File: config.mk
export PLATFORM = sky130hd
export DESIGN_NAME = trap_cause_and_nmi_unit
export DESIGN_NICKNAME = d
export VERILOG_FILES = /design/src/trap_pkg.sv /design/src/trap_cause_and_nmi_unit.sv
export SDC_FILE = /design/constraint.sdc
export NUM_CORES = 1
export LEC_CHECK = 0
export BUFFER_PORTS_ARGS = -buffer_cell sky130_fd_sc_hd__clkbuf_2
export CELL_PAD_IN_SITES_DETAIL_PLACEMENT = 0
export CELL_PAD_IN_SITES_GLOBAL_PLACEMENT = 1
export CORE_AREA = 5 5 162 133
export CTS_CLUSTER_SIZE = 25
export DETAILED_ROUTE_END_ITERATION = 7
export DIE_AREA = 0 0 167 138
export PLACE_DENSITY = 0.83
export SYNTH_ARGS = -nofsm -noshare
export SYNTH_HDL_FRONTEND = slang
export SYNTH_SLANG_ARGS = --single-unit
File: constraint.sdc
create_clock -name ref_clk -period 6.1 [get_ports ref_clk]
set_input_delay 0.61 -clock ref_clk [delete_from_list [all_inputs] [get_ports ref_clk]]
set_output_delay 0.61 -clock ref_clk [all_outputs]
set_load 0.05 [all_outputs]
File: src/trap_pkg.sv
// Constants for the trap cause and NMI unit: cause codes, field positions.
// Assumes a 32-bit core with 100 MHz ref_clk and APB software access.
package trap_pkg;
   localparam logic [10:0] CAUSE_INSTR_ACCESS = 11'h001;
   localparam logic [10:0] CAUSE_ILLEGAL      = 11'h002;
   localparam logic [10:0] CAUSE_BREAKPOINT   = 11'h003;
   localparam logic [10:0] CAUSE_LOAD_FAULT   = 11'h005;
   localparam logic [10:0] CAUSE_STORE_FAULT  = 11'h007;
   localparam logic [10:0] CAUSE_ECALL        = 11'h00B;
   localparam logic [10:0] CAUSE_INSTR_BUS    = 11'h030;
   localparam logic [10:0] CAUSE_NMI_LOAD     = 11'h400;
   localparam logic [10:0] CAUSE_NMI_STORE    = 11'h401;
   localparam logic [4:0]  NMI_VEC_INDEX      = 5'h0F;
   localparam int          VEC_BASE_LSB       = 7;
   localparam int          MCAUSE_IRQ_BIT     = 31;
   localparam int          MSTATUS_MIE        = 3;
   localparam int          MSTATUS_PRIOR_IRQ_ENABLE       = 7;
   localparam int          DCSR_NMIP          = 3;
   localparam logic [31:0] MSTATUS_RESET      = 32'h0000_1800;
   localparam logic [31:0] DCSR_RESET         = 32'h4000_0013;
   localparam logic [31:0] MTVEC_RESET        = 32'h0000_0001;
   localparam logic [11:0] CSR_TIME           = 12'hC01;
   localparam logic [11:0] CSR_TIMEH          = 12'hC81;
   localparam int          MAX_OUTSTANDING    = 2;
   localparam int          NMI_RETIRE_LIMIT   = 2;
   // APB register byte addresses
   localparam logic [11:0] ADDR_MSTATUS = 12'h000;
   localparam logic [11:0] ADDR_MTVEC   = 12'h004;
   localparam logic [11:0] ADDR_MEPC    = 12'h008;
   localparam logic [11:0] ADDR_MCAUSE  = 12'h00C;
   localparam logic [11:0] ADDR_DCSR    = 12'h010;
   localparam logic [11:0] ADDR_CFG     = 12'h014;
   localparam int          CFG_ARCH_SEL = 0;
   localparam int          DCSR_STEP    = 2;
   localparam int          DCSR_STEP_IRQ_ENABLE  = 11;
endpackage

File: src/trap_cause_and_nmi_unit.sv
// Exception cause selection, trap CSR update and imprecise bus-fault NMI.
// Assumes the pipeline presents the write-back instruction with its fault
// flags, and data bus responses return in order.
module trap_cause_and_nmi_unit #(
   parameter logic ADVANCED_IRQ_ARCH_SEL = 1'b0
) (
   input  wire logic        ref_clk,
   input  wire logic        rst,
   // Write-back stage instruction
   input  wire logic        wbValid,
   input  wire logic [31:0] wbPc,
   input  wire logic        fetchBusErr,
   input  wire logic        memoryAttributeCheckFail,
   input  wire logic        execFromIo,
   input  wire logic        illegalEncoding,
   input  wire logic        customEncoding,
   input  wire logic        csrAccess,
   input  wire logic [11:0] csrAddr,
   input  wire logic        isEcall,
   input  wire logic        isEbreak,
   input  wire logic        storeIoMisaligned,
   input  wire logic        storeIoModified,
   input  wire logic        storeAtomicUnsupported,
   input  wire logic        loadIoMisaligned,
   input  wire logic        loadIoModified,
   input  wire logic        loadReservedUnsupported,
   // Debug state
   input  wire logic        debugMode,
   // Data bus
   input  wire logic        dataReq,
   input  wire logic        dataGnt,
   input  wire logic        dataWe,
   input  wire logic        dataRvalid,
   input  wire logic        dataErr,
   // Trap outputs
   output logic             trapTaken,
   output logic             nmiTaken,
   output logic [31:0]      trapTarget,
   output logic             retireAllow,
   output logic             killLater,
   output logic             nmiPending,
   output logic             advancedIrqArchSel,
   // APB
   input  wire logic        psel,
   input  wire logic        penable,
   input  wire logic        pwrite,
   input  wire logic [11:0] paddr,
   input  wire logic [31:0] pwdata,
   output logic [31:0]      prdata,
   output logic             pready,
   output logic             pslverr
);
   logic [31:0] mstatus_r, mtvec_r, mepc_r, mcause_r, dcsr_r;
   logic        cfgArch_r;
   logic        nmiPend_r, nmiStore_r;
   localparam int MAX_OUTSTANDING_W = trap_pkg::MAX_OUTSTANDING;
   logic [1:0]  retireCnt_r;
   logic [MAX_OUTSTANDING_W-1:0] outWe_r;
   logic [1:0]  outCnt_r;

   // Exception detection is never gated by any enable
   wire timeAccess = csrAccess &&
      (csrAddr == trap_pkg::CSR_TIME || csrAddr == trap_pkg::CSR_TIMEH);
   wire excAccess  = execFromIo || memoryAttributeCheckFail;
   wire excBus     = fetchBusErr;
   wire excIllegal = (illegalEncoding && !customEncoding)
                     || timeAccess;
   wire excStore   = storeIoMisaligned || storeIoModified
                     || storeAtomicUnsupported;
   wire excLoad    = loadIoMisaligned || loadIoModified
                     || loadReservedUnsupported;
   wire excAny = wbValid && (excAccess || excBus || excIllegal || isEcall
                 || isEbreak || excStore || excLoad);

   // Priority encode; only the top cause is reported
   wire [10:0] excCause =
      excAccess  ? trap_pkg::CAUSE_INSTR_ACCESS :
      excBus     ? trap_pkg::CAUSE_INSTR_BUS    :
      excIllegal ? trap_pkg::CAUSE_ILLEGAL      :
      isEcall    ? trap_pkg::CAUSE_ECALL        :
      isEbreak   ? trap_pkg::CAUSE_BREAKPOINT   :
      excStore   ? trap_pkg::CAUSE_STORE_FAULT  :
                   trap_pkg::CAUSE_LOAD_FAULT;

   // NMI masking: ignores MIE, held off by debug or quiet stepping
   wire stepQuiet = dcsr_r[trap_pkg::DCSR_STEP] &&
                    !dcsr_r[trap_pkg::DCSR_STEP_IRQ_ENABLE];
   wire nmiVisible = nmiPend_r && !debugMode && !stepQuiet;
   // Retirement blocked once the retire budget is spent; NMI taken in the first visible cycle with no exception
   wire nmiForce = nmiVisible &&
      retireCnt_r == 2'(trap_pkg::NMI_RETIRE_LIMIT);
   wire takeNmi = nmiVisible && !excAny;
   wire takeExc = excAny;

   assign trapTaken   = takeExc || takeNmi;
   assign nmiTaken    = takeNmi;
   assign retireAllow = wbValid && !trapTaken && !nmiForce;
   assign killLater   = trapTaken;
   assign nmiPending  = nmiPend_r;
   assign advancedIrqArchSel = ADVANCED_IRQ_ARCH_SEL | cfgArch_r;
   assign trapTarget  = takeNmi ?
      {mtvec_r[31:trap_pkg::VEC_BASE_LSB], trap_pkg::NMI_VEC_INDEX, 2'b00}
      : {mtvec_r[31:2], 2'b00};

   // Outstanding transaction direction shift register, in order
   wire issue = dataReq && dataGnt;
   wire respWe = outWe_r[0];
   wire busFault = dataRvalid && dataErr;
   wire faultStore = respWe;

   always_ff @(posedge ref_clk or posedge rst) begin
      if (rst) begin
         outWe_r  <= '0;
         outCnt_r <= 2'b00;
      end else begin
         case ({issue, dataRvalid})
            2'b10: begin
               outWe_r[outCnt_r[0]] <= dataWe;
               outCnt_r <= outCnt_r + 2'b01;
            end
            2'b01: begin
               outWe_r  <= {1'b0, outWe_r[1]};
               outCnt_r <= outCnt_r - 2'b01;
            end
            2'b11: begin
               outWe_r  <= {1'b0, outWe_r[1]};
               outWe_r[outCnt_r[0] ^ 1'b1] <= dataWe;
            end
            default: ;
         endcase
      end
   end

   // Fault latch: first fault wins; reopened on handler entry
   always_ff @(posedge ref_clk or posedge rst) begin
      if (rst) begin
         nmiPend_r  <= 1'b0;
         nmiStore_r <= 1'b0;
      end else if (takeNmi) begin
         // A fault in the entry cycle is kept: the set wins
         nmiPend_r  <= busFault;
         if (busFault) begin
            nmiStore_r <= faultStore;
         end
      end else if (busFault && !nmiPend_r) begin
         nmiPend_r  <= 1'b1;
         nmiStore_r <= faultStore;
      end
   end

   // Retirements since NMI became visible; buffered stores just arrive late
   always_ff @(posedge ref_clk or posedge rst) begin
      if (rst) begin
         retireCnt_r <= 2'b00;
      end else if (!nmiVisible) begin
         retireCnt_r <= 2'b00;
      end else if (retireAllow) begin
         retireCnt_r <= retireCnt_r + 2'b01;
      end
   end

   // APB
   wire apbWr = psel && penable && pwrite;
   wire [31:0] dcsrView = dcsr_r | ({31'h0000_0000, nmiPend_r}
                          << trap_pkg::DCSR_NMIP);
   assign pready  = 1'b1;
   assign pslverr = psel && penable && !(paddr == trap_pkg::ADDR_MSTATUS
      || paddr == trap_pkg::ADDR_MTVEC || paddr == trap_pkg::ADDR_MEPC
      || paddr == trap_pkg::ADDR_MCAUSE || paddr == trap_pkg::ADDR_CFG
      || (paddr == trap_pkg::ADDR_DCSR && debugMode));
   always_comb begin
      case (paddr)
         trap_pkg::ADDR_MSTATUS: prdata = mstatus_r;
         trap_pkg::ADDR_MTVEC:   prdata = mtvec_r;
         trap_pkg::ADDR_MEPC:    prdata = mepc_r;
         trap_pkg::ADDR_MCAUSE:  prdata = mcause_r;
         trap_pkg::ADDR_DCSR:    prdata = debugMode ? dcsrView : '0;
         trap_pkg::ADDR_CFG:     prdata = {31'h0000_0000, cfgArch_r};
         default:                prdata = '0;
      endcase
   end

   wire [31:0] nmiCause = {1'b1, 20'h0_0000, nmiStore_r ?
      trap_pkg::CAUSE_NMI_STORE : trap_pkg::CAUSE_NMI_LOAD};
   wire [31:0] entryStatus = (mstatus_r
      & ~(32'h0000_0001 << trap_pkg::MSTATUS_PRIOR_IRQ_ENABLE)
      & ~(32'h0000_0001 << trap_pkg::MSTATUS_MIE))
      | ({31'h0000_0000, mstatus_r[trap_pkg::MSTATUS_MIE]}
         << trap_pkg::MSTATUS_PRIOR_IRQ_ENABLE);

   always_ff @(posedge ref_clk or posedge rst) begin
      if (rst) begin
         mstatus_r <= trap_pkg::MSTATUS_RESET;
         mtvec_r   <= trap_pkg::MTVEC_RESET;
         mepc_r    <= '0;
         mcause_r  <= '0;
         dcsr_r    <= trap_pkg::DCSR_RESET;
         cfgArch_r <= 1'b0;
      end else if (trapTaken) begin
         mstatus_r <= entryStatus;
         mepc_r    <= wbPc;
         mcause_r  <= takeNmi ? nmiCause : {21'h00_0000, excCause};
      end else if (apbWr) begin
         case (paddr)
            trap_pkg::ADDR_MSTATUS: mstatus_r <= pwdata;
            trap_pkg::ADDR_MTVEC:   mtvec_r   <= pwdata;
            trap_pkg::ADDR_MEPC:    mepc_r    <= pwdata;
            trap_pkg::ADDR_MCAUSE:  mcause_r  <= pwdata;
            trap_pkg::ADDR_DCSR:    if (debugMode) dcsr_r <= pwdata;
            trap_pkg::ADDR_CFG:     cfgArch_r <= pwdata[trap_pkg::CFG_ARCH_SEL];
            default: ;
         endcase
      end
   end
endmodule

Word level (Yosys, flattened, before mapping)
Cells that the tools add are included.

Memory bits (writable): 0. Latch bits: 0. Bits in registers: 169. ROM bits: 0. Memories: 0.

$mul: 0. Equality and inequality tests: 13. Add/sub/neg operators: 3. Reduce and logical (&&, ||, !) cells: 62. Bitwise logic cells: 4. Div/mod/pow operators: 0. Multiplexer cells: 35. Order comparisons: 4. Shift-type cells: 0.

Operators by type and width (count): $mux 32 (11); $pmux 32 s6 (1); $or 32x4->32 (1); $or 32x8->32 (1); $eq 12x12->1 const B (2); $eq 12x4->1 const B (2); $eq 12x5->1 const B (2); $logic_and 1x1->1 (19); $logic_or 1x1->1 (19); $eq 12x3->1 const B (1); $logic_not 12->1 (1); $mux 6 (2); $reduce_bool 2->1 (6); $logic_not 1->1 (9); $mux 1 (8); $mux 4 (2); $reduce_and 2->1 (4); $mux 7 (1); $eq 2x2->1 const B (3); $mux 2 (3); $pmux 2 s3 (1); $reduce_and 3->1 (2); $add 2x1->2 const B (2); $bwmux 2 (2); other kinds (12) (16).

Depth between registers and ports, before layout
Gate-level depths: netlist of run 1.

Depth in word-level cells: 18. Mapped depth: 8. Mapped depth without buffers: 8.

Worst setup path before layout of run 1
Ideal clock, no wire load.

Kind: input port to output port. Start: input port paddr[8]. End: output port pslverr. Arrival: 3.002 ns. Path slack: 2.488 ns. Path buffers: 3. Stages on the path: 7. Cell sequence: or4_1 -> clkbuf_1 -> nor3_1 -> and4_1 -> clkbuf_1 -> clkbuf_1 -> nor4_1.

Word-level cells in the longest chain between the ends: 8.

RTL lines: from (decl) (line trap_cause_and_nmi_unit.sv:47) `input wire logic [11:0] paddr,`; $eq 12x3->1 / $logic_not 12->1 (equally long branches) (line trap_cause_and_nmi_unit.sv:168, trap_cause_and_nmi_unit.sv:167); $logic_or 1x1->1 (2 in series) (line trap_cause_and_nmi_unit.sv:168) `|| paddr == trap_pkg::ADDR_MTVEC || paddr == trap_pkg::ADDR_MEPC`; $logic_or 1x1->1 (2 in series) (line trap_cause_and_nmi_unit.sv:169) `|| paddr == trap_pkg::ADDR_MCAUSE || paddr == trap_pkg::ADDR_CFG`; $logic_or 1x1->1 (*) (line trap_cause_and_nmi_unit.sv:170) `|| (paddr == trap_pkg::ADDR_DCSR && debugMode));`; $logic_not 1->1 (*) (line trap_cause_and_nmi_unit.sv:167) `assign pslverr = psel && penable && !(paddr == trap_pkg::ADDR_MSTATUS`; $logic_and 1x1->1 (*) (line trap_cause_and_nmi_unit.sv:167); to (decl) (line trap_cause_and_nmi_unit.sv:51) `output logic pslverr`.

Mark *: on every way between the ends. The rest lies on a longest branch, timed or not.

Final worst setup path of run 1
Start: input port paddr[9]. End: output port prdata[1].

Word-level cells in the longest chain between the ends: 2.

RTL lines: $eq 12x5->1, or another cell as far along (line trap_cause_and_nmi_unit.sv:172) `case (paddr)`; $pmux 32 s6 (*) (line trap_cause_and_nmi_unit.sv:172); to (decl) (line trap_cause_and_nmi_unit.sv:49) `output logic [31:0] prdata,`.

Marked as above.

==> results_dict.tcl, run 1 <==
set metrics [dict create \
    start_util 0.4134 \
    cts_buffers 17 \
    nets 976 \
    avgSynthCellArea_sq_um 11.10 \
    placed_cells 1104 \
    ctsHoldBuffers 0 \
    slew_violations 0 \
    max-cap-violations 0 \
    grt_pass1_vias 6599 \
    cts_setup_buffers 0 \
    cp.required_ns 5.49 \
    slowest_delay_ns 0.85 \
    antenna_found_initial 0 \
    drcViolationCount 0 \
    timing.final.crit_share 0.6439 \
    setup_violations 0 \
    switchingPower_w 0.0006193 \
    hold_class "in -> async" \
    crit_family "simple AND/OR/NAND/NOR gates" \
    finalHoldViolCount 0 \
    cp_cell_sequence "clkbuf_2, or4_1, nor4_2, and3b_2, a222oi_1, nand2_1, clkbuf_2" \
    finalClockSkew_ns 0.01143 \
    overflow 0 \
    p_int_w 0.001920 \
    fin_crit_ns 3.928 \
    fin_cells 1136 \
    cts_tree "built" \
    dpl.hpwl_mm 14.41 \
    gr-usage-all-layers 0.1995 \
    synth_cells 731 \
    synth-seq-cells 166 \
    viasPerCell 5.622 \
    portBuffers 181 \
    tns_ns 0 \
    ys_seq_area_frac 0.5130 \
    drt-initial-drc-count 522 \
    finalWirelength_mm 23.22 \
    end_kind "output pin" \
    path_class "in -> out" \
    timing.rr.end "dcsr_r[9]" \
    p_comb_frac 0.087 \
    worst_setup_path_start_kind "input port" \
    path_common_cell "clkbuf_2" \
    reg2reg_depth 5 \
    clock_sinks 166 \
    crit_arrival_ns 3.32 \
    io_pins 186 \
    ir_worst_vdd_v 0.0001515 \
    relSlewSlack 0.2327 \
    rows 46 \
    crit_path_max_fanout 33 \
    grt_max_degree 109 \
    die_x_microns 167 \
    clk_latency_ns 0.42 \
    routedWlPerCell_microns 20.44 \
    via_count 6387 \
    rsz0062_at_grt "no" \
    syn2layout_area_growth_pct 18.87 \
    ctsLongestPathBuffers 2 \
    die_y_microns 138 \
    syn_area_sq_um 8114 \
    drtAntennaViolNets 0 \
    p_leak_nw 4.998 \
    n_fill_cell 1843 \
    ys_warn_count 0 \
    root_buffer "clkbuf_16" \
    max_freq_mhz 254.6 \
    r2r_start "dcsr_r[11]" \
    path_buf_inv 2 \
    crit_slowest_cell "and3b_2" \
    grt_pass1_wl_mm 37.28 \
    cts_resized 0 \
    yosysUniqueCellTypes 51 \
    ys.flop_type "dfrtp_1" \
    place_congestion 0.7682 \
    synth-async-reset-ratio 1.000 \
    dr.pass1.iters 5 \
    status "finished, final reports clean" \
    reg2reg_slack_ns 2.72 \
    coreArea_sq_um 19630 \
    clkPwrFrac 0.449 \
    antenna_cells 0 \
    switching_share 0.2438 \
    tightest_slew_ns 1.150 \
    die_area_sq_um 23050 \
    cts_max_level 4 \
    synth-edff-count 0 \
    p_seq_frac 0.463 \
    clk_pin_slew_ns 0.07 \
    layout-drive-gt1-share 0.2901 \
    p_per_area_nw_per_um2 263.3 \
]
## worst max path at each step
stage / cells after the start / to / start / slack (ns)
final: 7 / prdata[1] / paddr[9] / 2.17
after global routing: 7 / prdata[1] / paddr[9] / 1.98
after CTS: 7 / prdata[1] / paddr[9] / 2.21
after detailed placement: 7 / mtvec_r[18] / paddr[9] / 2.08
after global placement: 7 / mtvec_r[25] / paddr[9] / 2.16
after floorplan: 1 / async pin / rst / 1.01
## cells in the final DEF, fill, tap and decap left out, types with 4 or more instances in the layout
cell and count:
clkbuf_2 181, dfrtp_1 159, nand2_1 89, mux2_1 86, o21ai_0 72, mux2i_1 35, a22oi_1 34, a222oi_1 31
a21oi_1 29, clkbuf_16 17, nor2_1 10, mux2_2 9, buf_4 9, dfstp_2 7, nor3_1 6, nand2b_1 5
or3_1 5, nand3_1 5, or4_1 4, o31a_1 4, bufinv_16 4
## power by group through the flow
stage	clock [W]	sequential [W]	combinational (W)
final	0.00114	0.00118	0.000221
after global routing	0.00121	0.00118	0.000250
after CTS	0.00117	0.00118	0.000224
after detailed placement	0	0.00120	0.000223
after global placement	0	0.00119	0.000219
after floorplan	0	0.00119	0.000131
## Yosys cell counts, drive strengths merged, types with 5 or more instances
cell,n,area share
nor3,6,0.0037
dfrtp,159,0.49
a22oi,34,0.031
buf,42,0.035
mux2i,35,0.043
o21ai,72,0.044
clkbuf,40,0.019
dfstp,7,0.023
nand2b,5,0.0039
nand3,8,0.0062
or3,5,0.0039
a222oi,31,0.038
a21oi,29,0.018
mux2,95,0.13
nor2,11,0.0051
inv,5,0.0023
o31a,5,0.0054
nand2,89,0.041
## stage by stage
stage	utilization	total power, W	hold WS, ns	cell area [sq um]	worst slack [ns]
after floorplan	-	0.001324	0.4587	8118	1.012
after global routing	0.4915	0.002638	0.4203	9646	1.981
after global placement	0.4597	0.001413	0.4739	9022	2.160
final	0.4915	0.002540	0.4161	9646	2.172
after CTS	0.4915	0.002566	0.4126	9646	2.206
after detailed placement	0.4597	0.001419	0.4803	9022	2.080
## kinds of logic (layout without fill, tap and decap cells)
group / after synthesis / in the layout / share of synthesized area
AO/OA/AOI/OAI: 185 / 185 / 0.1531
XOR/XNOR: 1 / 1 / 0.001080
adder cells (fa/ha/maj): 3 / 3 / 0.004627
buffers and inverters: 87 / 227 / 0.05567
flip-flops: 166 / 166 / 0.5130
multiplexers: 130 / 130 / 0.1750
other: 2 / 3 / 0.0009256
AND/OR/NAND/NOR: 157 / 157 / 0.09653
## registers in the layout, indices dropped and copies added, names as in the netlist, named ones only
| name | count |
|---|---|
| dcsr_r | 32 |
| mtvec_r | 32 |
| nmiStore_r | 1 |
| mepc_r | 32 |
| mcause_r | 32 |
| nmiPending | 1 |
| outWe_r | 1 |
| advancedIrqArchSel | 1 |
| mstatus_r | 32 |
| outCnt_r | 1 |
## final cells by class
| class | instances | area (sq um) | area share |
|---|---|---|---|
| Sequential cell | 166 | 4163 | 0.4316 |
| Tap cell | 264 | 330.3 | 0.03425 |
| Timing Repair Buffer | 190 | 973.4 | 0.1009 |
| Clock inverter | 12 | 176.4 | 0.01829 |
| Clock buffer | 20 | 446.7 | 0.04631 |
| Inverter | 5 | 23.77 | 0.002465 |
| Multi-Input combinational cell | 479 | 3532 | 0.3662 |
## worst register-to-register path: cells and delay by family, from the launching register on
kind | cells | cell delay (ns)
flops | 1 | 0.41
mux | 1 | 0.70
simple gates | 4 | 2.15
## routing by layer
layer	vias up	wire, microns	global-route usage
met4	0	226	0.03917
met3	16	1467	0.04218
met1	3221	10940	0.2922
met5	-	0	0
met2	216	10590	0.3089
li1	2934	-	-
(Power assumes the default switching activity.)
==> inputs of run 2 (changes only) <==
Settings changed: CORE_AREA 5 5 162 133 to 5 5 170 139, DIE_AREA 0 0 167 138 to 0 0 175 144, PLACE_DENSITY 0.83 to 0.79.
Clock period 6.1 ns to 3.31 ns, I/O delays scaled along.
==> run 2 against run 1 <==
  * Combinational power grew 91%
  * Utilization shrank 4.1 points
  * Global-route usage shrank 0.92 points
  * Clock power grew 79%
  * Sequential share of layout area shrank 1.0 points
  * Non-clock buffer count grew 12
  * Final area grew 2.4%
  * Die area grew 9.3%
  * Sequential cell count is the same
  * First-iteration DRC count shrank 2.9%
==> results_dict.tcl, run 2 (synthesis results as in run 1) <==
set metrics [dict create \
    clkPwrFrac 0.440 \
    grt_max_degree 167 \
    tightest_slew_ns 0.9016 \
    io_pins 186 \
    hold_start "wbPc[11]" \
    path_class "in -> out" \
    die_y_microns 144 \
    max-cap-violations 0 \
    antenna_found_initial 0 \
    clock_sinks 166 \
    root_buffer "clkbuf_16" \
    fin_cells 1164 \
    end_kind "output pin" \
    finalWirelength_mm 23.60 \
    portBuffers 181 \
    multi_input_area_sq_um 3532 \
    via_count 6332 \
    ctsLongestPathBuffers 2 \
    layout_common_cells "clkbuf_2, dfrtp_1, nand2_1, mux2_1, o21ai_0" \
    switchingPower_w 0.001133 \
    clk_latency_ns 0.42 \
    finalClockSkew_ns 0.009357 \
    ir_worst_vdd_v 0.0002634 \
    cts_setup_buffers 0 \
    drtAntennaViolNets 0 \
    gr-usage-all-layers 0.1903 \
    start_util 0.3697 \
    regArea_sq_um 4163 \
    viasPerCell 5.440 \
    overflow 0 \
    p_per_area_nw_per_um2 468.8 \
    whs_ns 0.1460 \
    hold_depth 3 \
    max_freq_mhz 350.0 \
    p_seq_frac 0.469 \
    use_met1 0.2758 \
    final_area_sq_um 9878 \
    final_common_cell "clkbuf_2" \
    rsz0062_at_grt "no" \
    dr.pass1.iters 6 \
    nets 988 \
    p_int_w 0.003498 \
    tns_ns 0 \
    relSlewSlack 0.3990 \
    totalPowerFinal_w 0.004631 \
    n_fill_cell 2124 \
    finalHoldViolCount 0 \
    fin_crit_ns 2.857 \
    antenna_cells 0 \
    placed_cells 1132 \
    reg2reg_slack_ns 0.82 \
    grt_pass1_wl_mm 37.48 \
    cts_resized 0 \
    clk_pin_slew_ns 0.07 \
    slowest_delay_ns 0.65 \
    p_leak_nw 5.082 \
    crit_arrival_ns 2.53 \
    cts_tree "built" \
    slew_violations 0 \
    cts_buffers 17 \
    syn2layout_area_growth_pct 21.74 \
    whs_endpoint "mepc_r[11]" \
    crit_slowest_cell "or4_1" \
    worst_setup_path_start_kind "input port" \
    cp_cell_sequence "clkbuf_2, or4_1, nor3_1, and4_2, buf_12, o21ai_0, nand3_1, clkbuf_2" \
    status "finished, final reports clean" \
    busiest_layer "met2" \
    timing.rr.end "dcsr_r[24]" \
    cp.required_ns 2.98 \
    place_congestion 0.7723 \
    cts_max_level 4 \
    layout-drive-gt1-share 0.2964 \
    crit_path_max_fanout 32 \
    timing.final.crit_share 0.8632 \
    grt_pass1_vias 6574 \
    die_x_microns 175 \
    ctsHoldBuffers 0 \
    hold_class "in -> reg" \
    routedWlPerCell_microns 20.28 \
    r2r_start "dcsr_r[11]" \
    switching_share 0.2447 \
    path_common_cell "clkbuf_2" \
    coreArea_sq_um 21950 \
    drt-initial-drc-count 507 \
    use_met3 0.05201 \
    die_area_sq_um 25200 \
    dpl.hpwl_mm 15.42 \
    placed_cell_area_sq_um 9279 \
    rows 49 \
    reg2reg_depth 6 \
    p_comb_frac 0.091 \
    grt_use_met2 0.2897 \
    setup_violations 0 \
    drcViolationCount 0 \
]
-- run 2: cell types whose count changed in the layout (fill, tap and decap cells not counted), sizes merged --
cell | before | now
buf | 9 | 25
clkinv | 5 | 3
inv | 6 | 4
bufinv | 4 | 3
clkinvlp | 2 | 3
-- run 2: metrics by stage --
step / util / worst slack [ns]
final: 0.4501 / 0.4527
after global routing: 0.4501 / 0.3306
after CTS: 0.4501 / 0.4547
after detailed placement: 0.4228 / 0.4552
after global placement: 0.4228 / 0.4828
after floorplan: - / 0.2560
-- run 2: how the worst max path moves through the flow --
stage                         from         end  slack (ns)
after CTS                 paddr[9]   prdata[3]        0.45
after floorplan           paddr[8]     pslverr        0.26
after global placement    paddr[9]  prdata[26]        0.48
after detailed placement  paddr[9]   prdata[3]        0.46
after global routing      paddr[9]  prdata[19]        0.33
final                     paddr[9]   prdata[3]        0.45
-- run 2: worst max-delay path, delay by kind of cell --
family / cells / cell delay [ns]
compound gates: 1 / 0.13
buf+inv: 3 / 0.59
simple gates: 4 / 1.46
-- run 2: metal layers --
metal	up-vias	routed length [microns]
li1	2963	-
met1	3143	11050
met2	211	10650
met3	15	1741
met4	0	170
met5	-	0
-- run 2: layout make-up --
cell class                 count  area share
sequential                   166      0.4214
multi-input combinational    479      0.3576
timing repair buffer         202      0.1226
clock buffer                  24     0.04775
tap                          280     0.03547
clock inverter                 8     0.01292
inverter                       5    0.002280
-- run 2: power groups by stage --
| stage | clock network (W) | registers, W | logic (W) |
|---|---|---|---|
| after CTS | 0.00208 | 0.00217 | 0.000430 |
| after floorplan | 0 | 0.00220 | 0.000243 |
| after detailed placement | 0 | 0.00221 | 0.000428 |
| after global placement | 0 | 0.00220 | 0.000420 |
| after global routing | 0.00216 | 0.00218 | 0.000479 |
| final | 0.00204 | 0.00217 | 0.000423 |
==> inputs of run 3 (changes only) <==
Settings changed: CORE_AREA 5 5 170 139 to 5 5 155 127, DIE_AREA 0 0 175 144 to 0 0 160 132, PLACE_DENSITY 0.79 to 0.89, SLEW_MARGIN set to 15, TNS_END_PERCENT set to 100.
Clock period 3.31 ns to 3.4 ns, I/O delays scaled along.
==> run 3 against run 2 <==
  * Register-to-register slack better by 0.04 ns
  * Global-route usage up 2.1 points
  * First-iteration DRC count up 6.9%
  * Clock skew down 0.0024 ns
  * Worst hold slack worse by 0.087 ns
==> results_dict.tcl, run 3 (synthesis results as in run 1) <==
set metrics [dict create \
    status "finished, final reports clean" \
    nets 988 \
    drcViolationCount 0 \
    via_count 6508 \
    crit_start "paddr[9]" \
    io_pins 186 \
    placed_cell_area_sq_um 9149 \
    finalWirelength_mm 22.31 \
    die_x_microns 160 \
    max-cap-violations 0 \
    root_buffer "clkbuf_16" \
    r2r_start "dcsr_r[11]" \
    dpl.hpwl_mm 14.59 \
    rsz0062_at_grt "no" \
    busiest_layer "met2" \
    ctsHoldBuffers 0 \
    rows 44 \
    totalPowerFinal_w 0.004380 \
    cp.required_ns 3.06 \
    hold_class "in -> async" \
    coreArea_sq_um 17890 \
    final_common_cell "clkbuf_2" \
    cts_buffers 17 \
    cts_tree "built" \
    grt_pass1_wl_mm 35.80 \
    layout_common_cells "clkbuf_2, dfrtp_1, nand2_1, mux2_1, o21ai_0" \
    p_int_w 0.003259 \
    max_freq_mhz 333.9 \
    use_met1 0.3008 \
    clock_sinks 166 \
    setup_violations 0 \
    ir_worst_vdd_v 0.0002622 \
    grt_max_degree 167 \
    cp_cell_sequence "clkbuf_2, or4_1, nor4_2, and3b_2, buf_4, a222oi_1, nand2_1, clkbuf_2" \
    slew_violations 0 \
    p_seq_frac 0.482 \
    grt_pass1_vias 6678 \
    timing.final.crit_share 0.8809 \
    cts_resized 0 \
    use_met3 0.05439 \
    relSlewSlack 0.3206 \
    switching_share 0.2559 \
    p_leak_nw 5.054 \
    tns_ns 0 \
    finalClockSkew_ns 0.006946 \
    gr-usage-all-layers 0.2117 \
    crit_path_max_fanout 21 \
    slowest_delay_ns 0.66 \
    finalCoreUtilization 0.5436 \
    syn2layout_area_growth_pct 19.86 \
    ctsLongestPathBuffers 2 \
    path_class "in -> out" \
    finalHoldViolCount 0 \
    clk_pin_slew_ns 0.06 \
    final_area_sq_um 9726 \
    p_comb_frac 0.093 \
    dr.pass1.iters 6 \
    crit_arrival_ns 2.66 \
    place_congestion 0.7355 \
    cts_setup_buffers 0 \
    layout-drive-gt1-share 0.3020 \
    antenna_found_initial 1 \
    routedWlPerCell_microns 20.03 \
    start_util 0.4535 \
    antenna_cells 0 \
    grt_use_met2 0.3240 \
    drt-initial-drc-count 542 \
    worst_setup_path_start_kind "input port" \
    die_y_microns 132 \
    viasPerCell 5.842 \
    regArea_sq_um 4163 \
    die_area_sq_um 21120 \
    crit_slowest_cell "or4_1" \
    tightest_slew_ns 1.019 \
    overflow 0 \
    switchingPower_w 0.001121 \
    n_fill_cell 1622 \
    portBuffers 181 \
    p_per_area_nw_per_um2 450.3 \
    end_kind "output pin" \
    multi_input_area_sq_um 3532 \
    drtAntennaViolNets 0 \
    clkPwrFrac 0.425 \
    whs_ns 0.05853 \
    fin_crit_ns 2.995 \
    clk_latency_ns 0.42 \
    path_common_cell "clkbuf_2" \
    cts_max_level 4 \
]
[run 3: changes by cell type in the layout (fill, tap and decap cells not counted), sizes merged]
cell,change
buf,-2
inv,+2
bufinv,-2
clkinv,+4
clkinvlp,+1
clkbuf,-3
[run 3: metal layers]
layer,part of all wire,vias up
met3,0.068,24
met4,0.013,2
li1,-,2972
met5,0.00031,-
met1,0.47,3268
met2,0.45,242
[run 3: path summary, 6_finish.rpt]
| check | slack, ns | cells past startpoint | end |
|---|---|---|---|
| max | 0.40 | 8 | prdata[10] |
| min | 0.06 | 3 | mtvec_r[9] |
| max reg2reg | 0.86 | 7 | dcsr_r[15] |
| min reg2reg | 0.49 | 1 | dcsr_r[3] |
| max in group asynchronous | 2.51 | 3 | mepc_r[25] |
| min in group ref_clk | 0.15 | 3 | mepc_r[30] |
[run 3: layout make-up]
cell class / count / area share
inverters: 5 / 0.002316
flip-flops and latches: 166 / 0.4280
clock buffers: 19 / 0.04657
well taps: 230 / 0.02959
multi-input cells: 479 / 0.3632
repair buffers: 202 / 0.1176
clock inverters: 13 / 0.01274
[run 3: critical path, delay by kind of cell]
kind	cells	cell delay, ns
simple gates	4	1.47
buf+inv	3	0.67
compound gates	1	0.17
[run 3: through the flow]
stage,setup WS [ns],std cells
global route,0.3128,1114
global placement,0.4512,1082
floorplan,0.3280,732
CTS,0.4208,1114
finish,0.4048,1114
detailed placement,0.4191,1082
[run 3: power groups by stage]
stage               clock network (W)  registers (W)  logic [W]
detailed placement                  0        0.00215   0.000408
finish                        0.00186        0.00211   0.000406
floorplan                           0        0.00214   0.000236
global route                  0.00198        0.00212   0.000452
CTS                           0.00190        0.00211   0.000409
global placement                    0        0.00214   0.000401
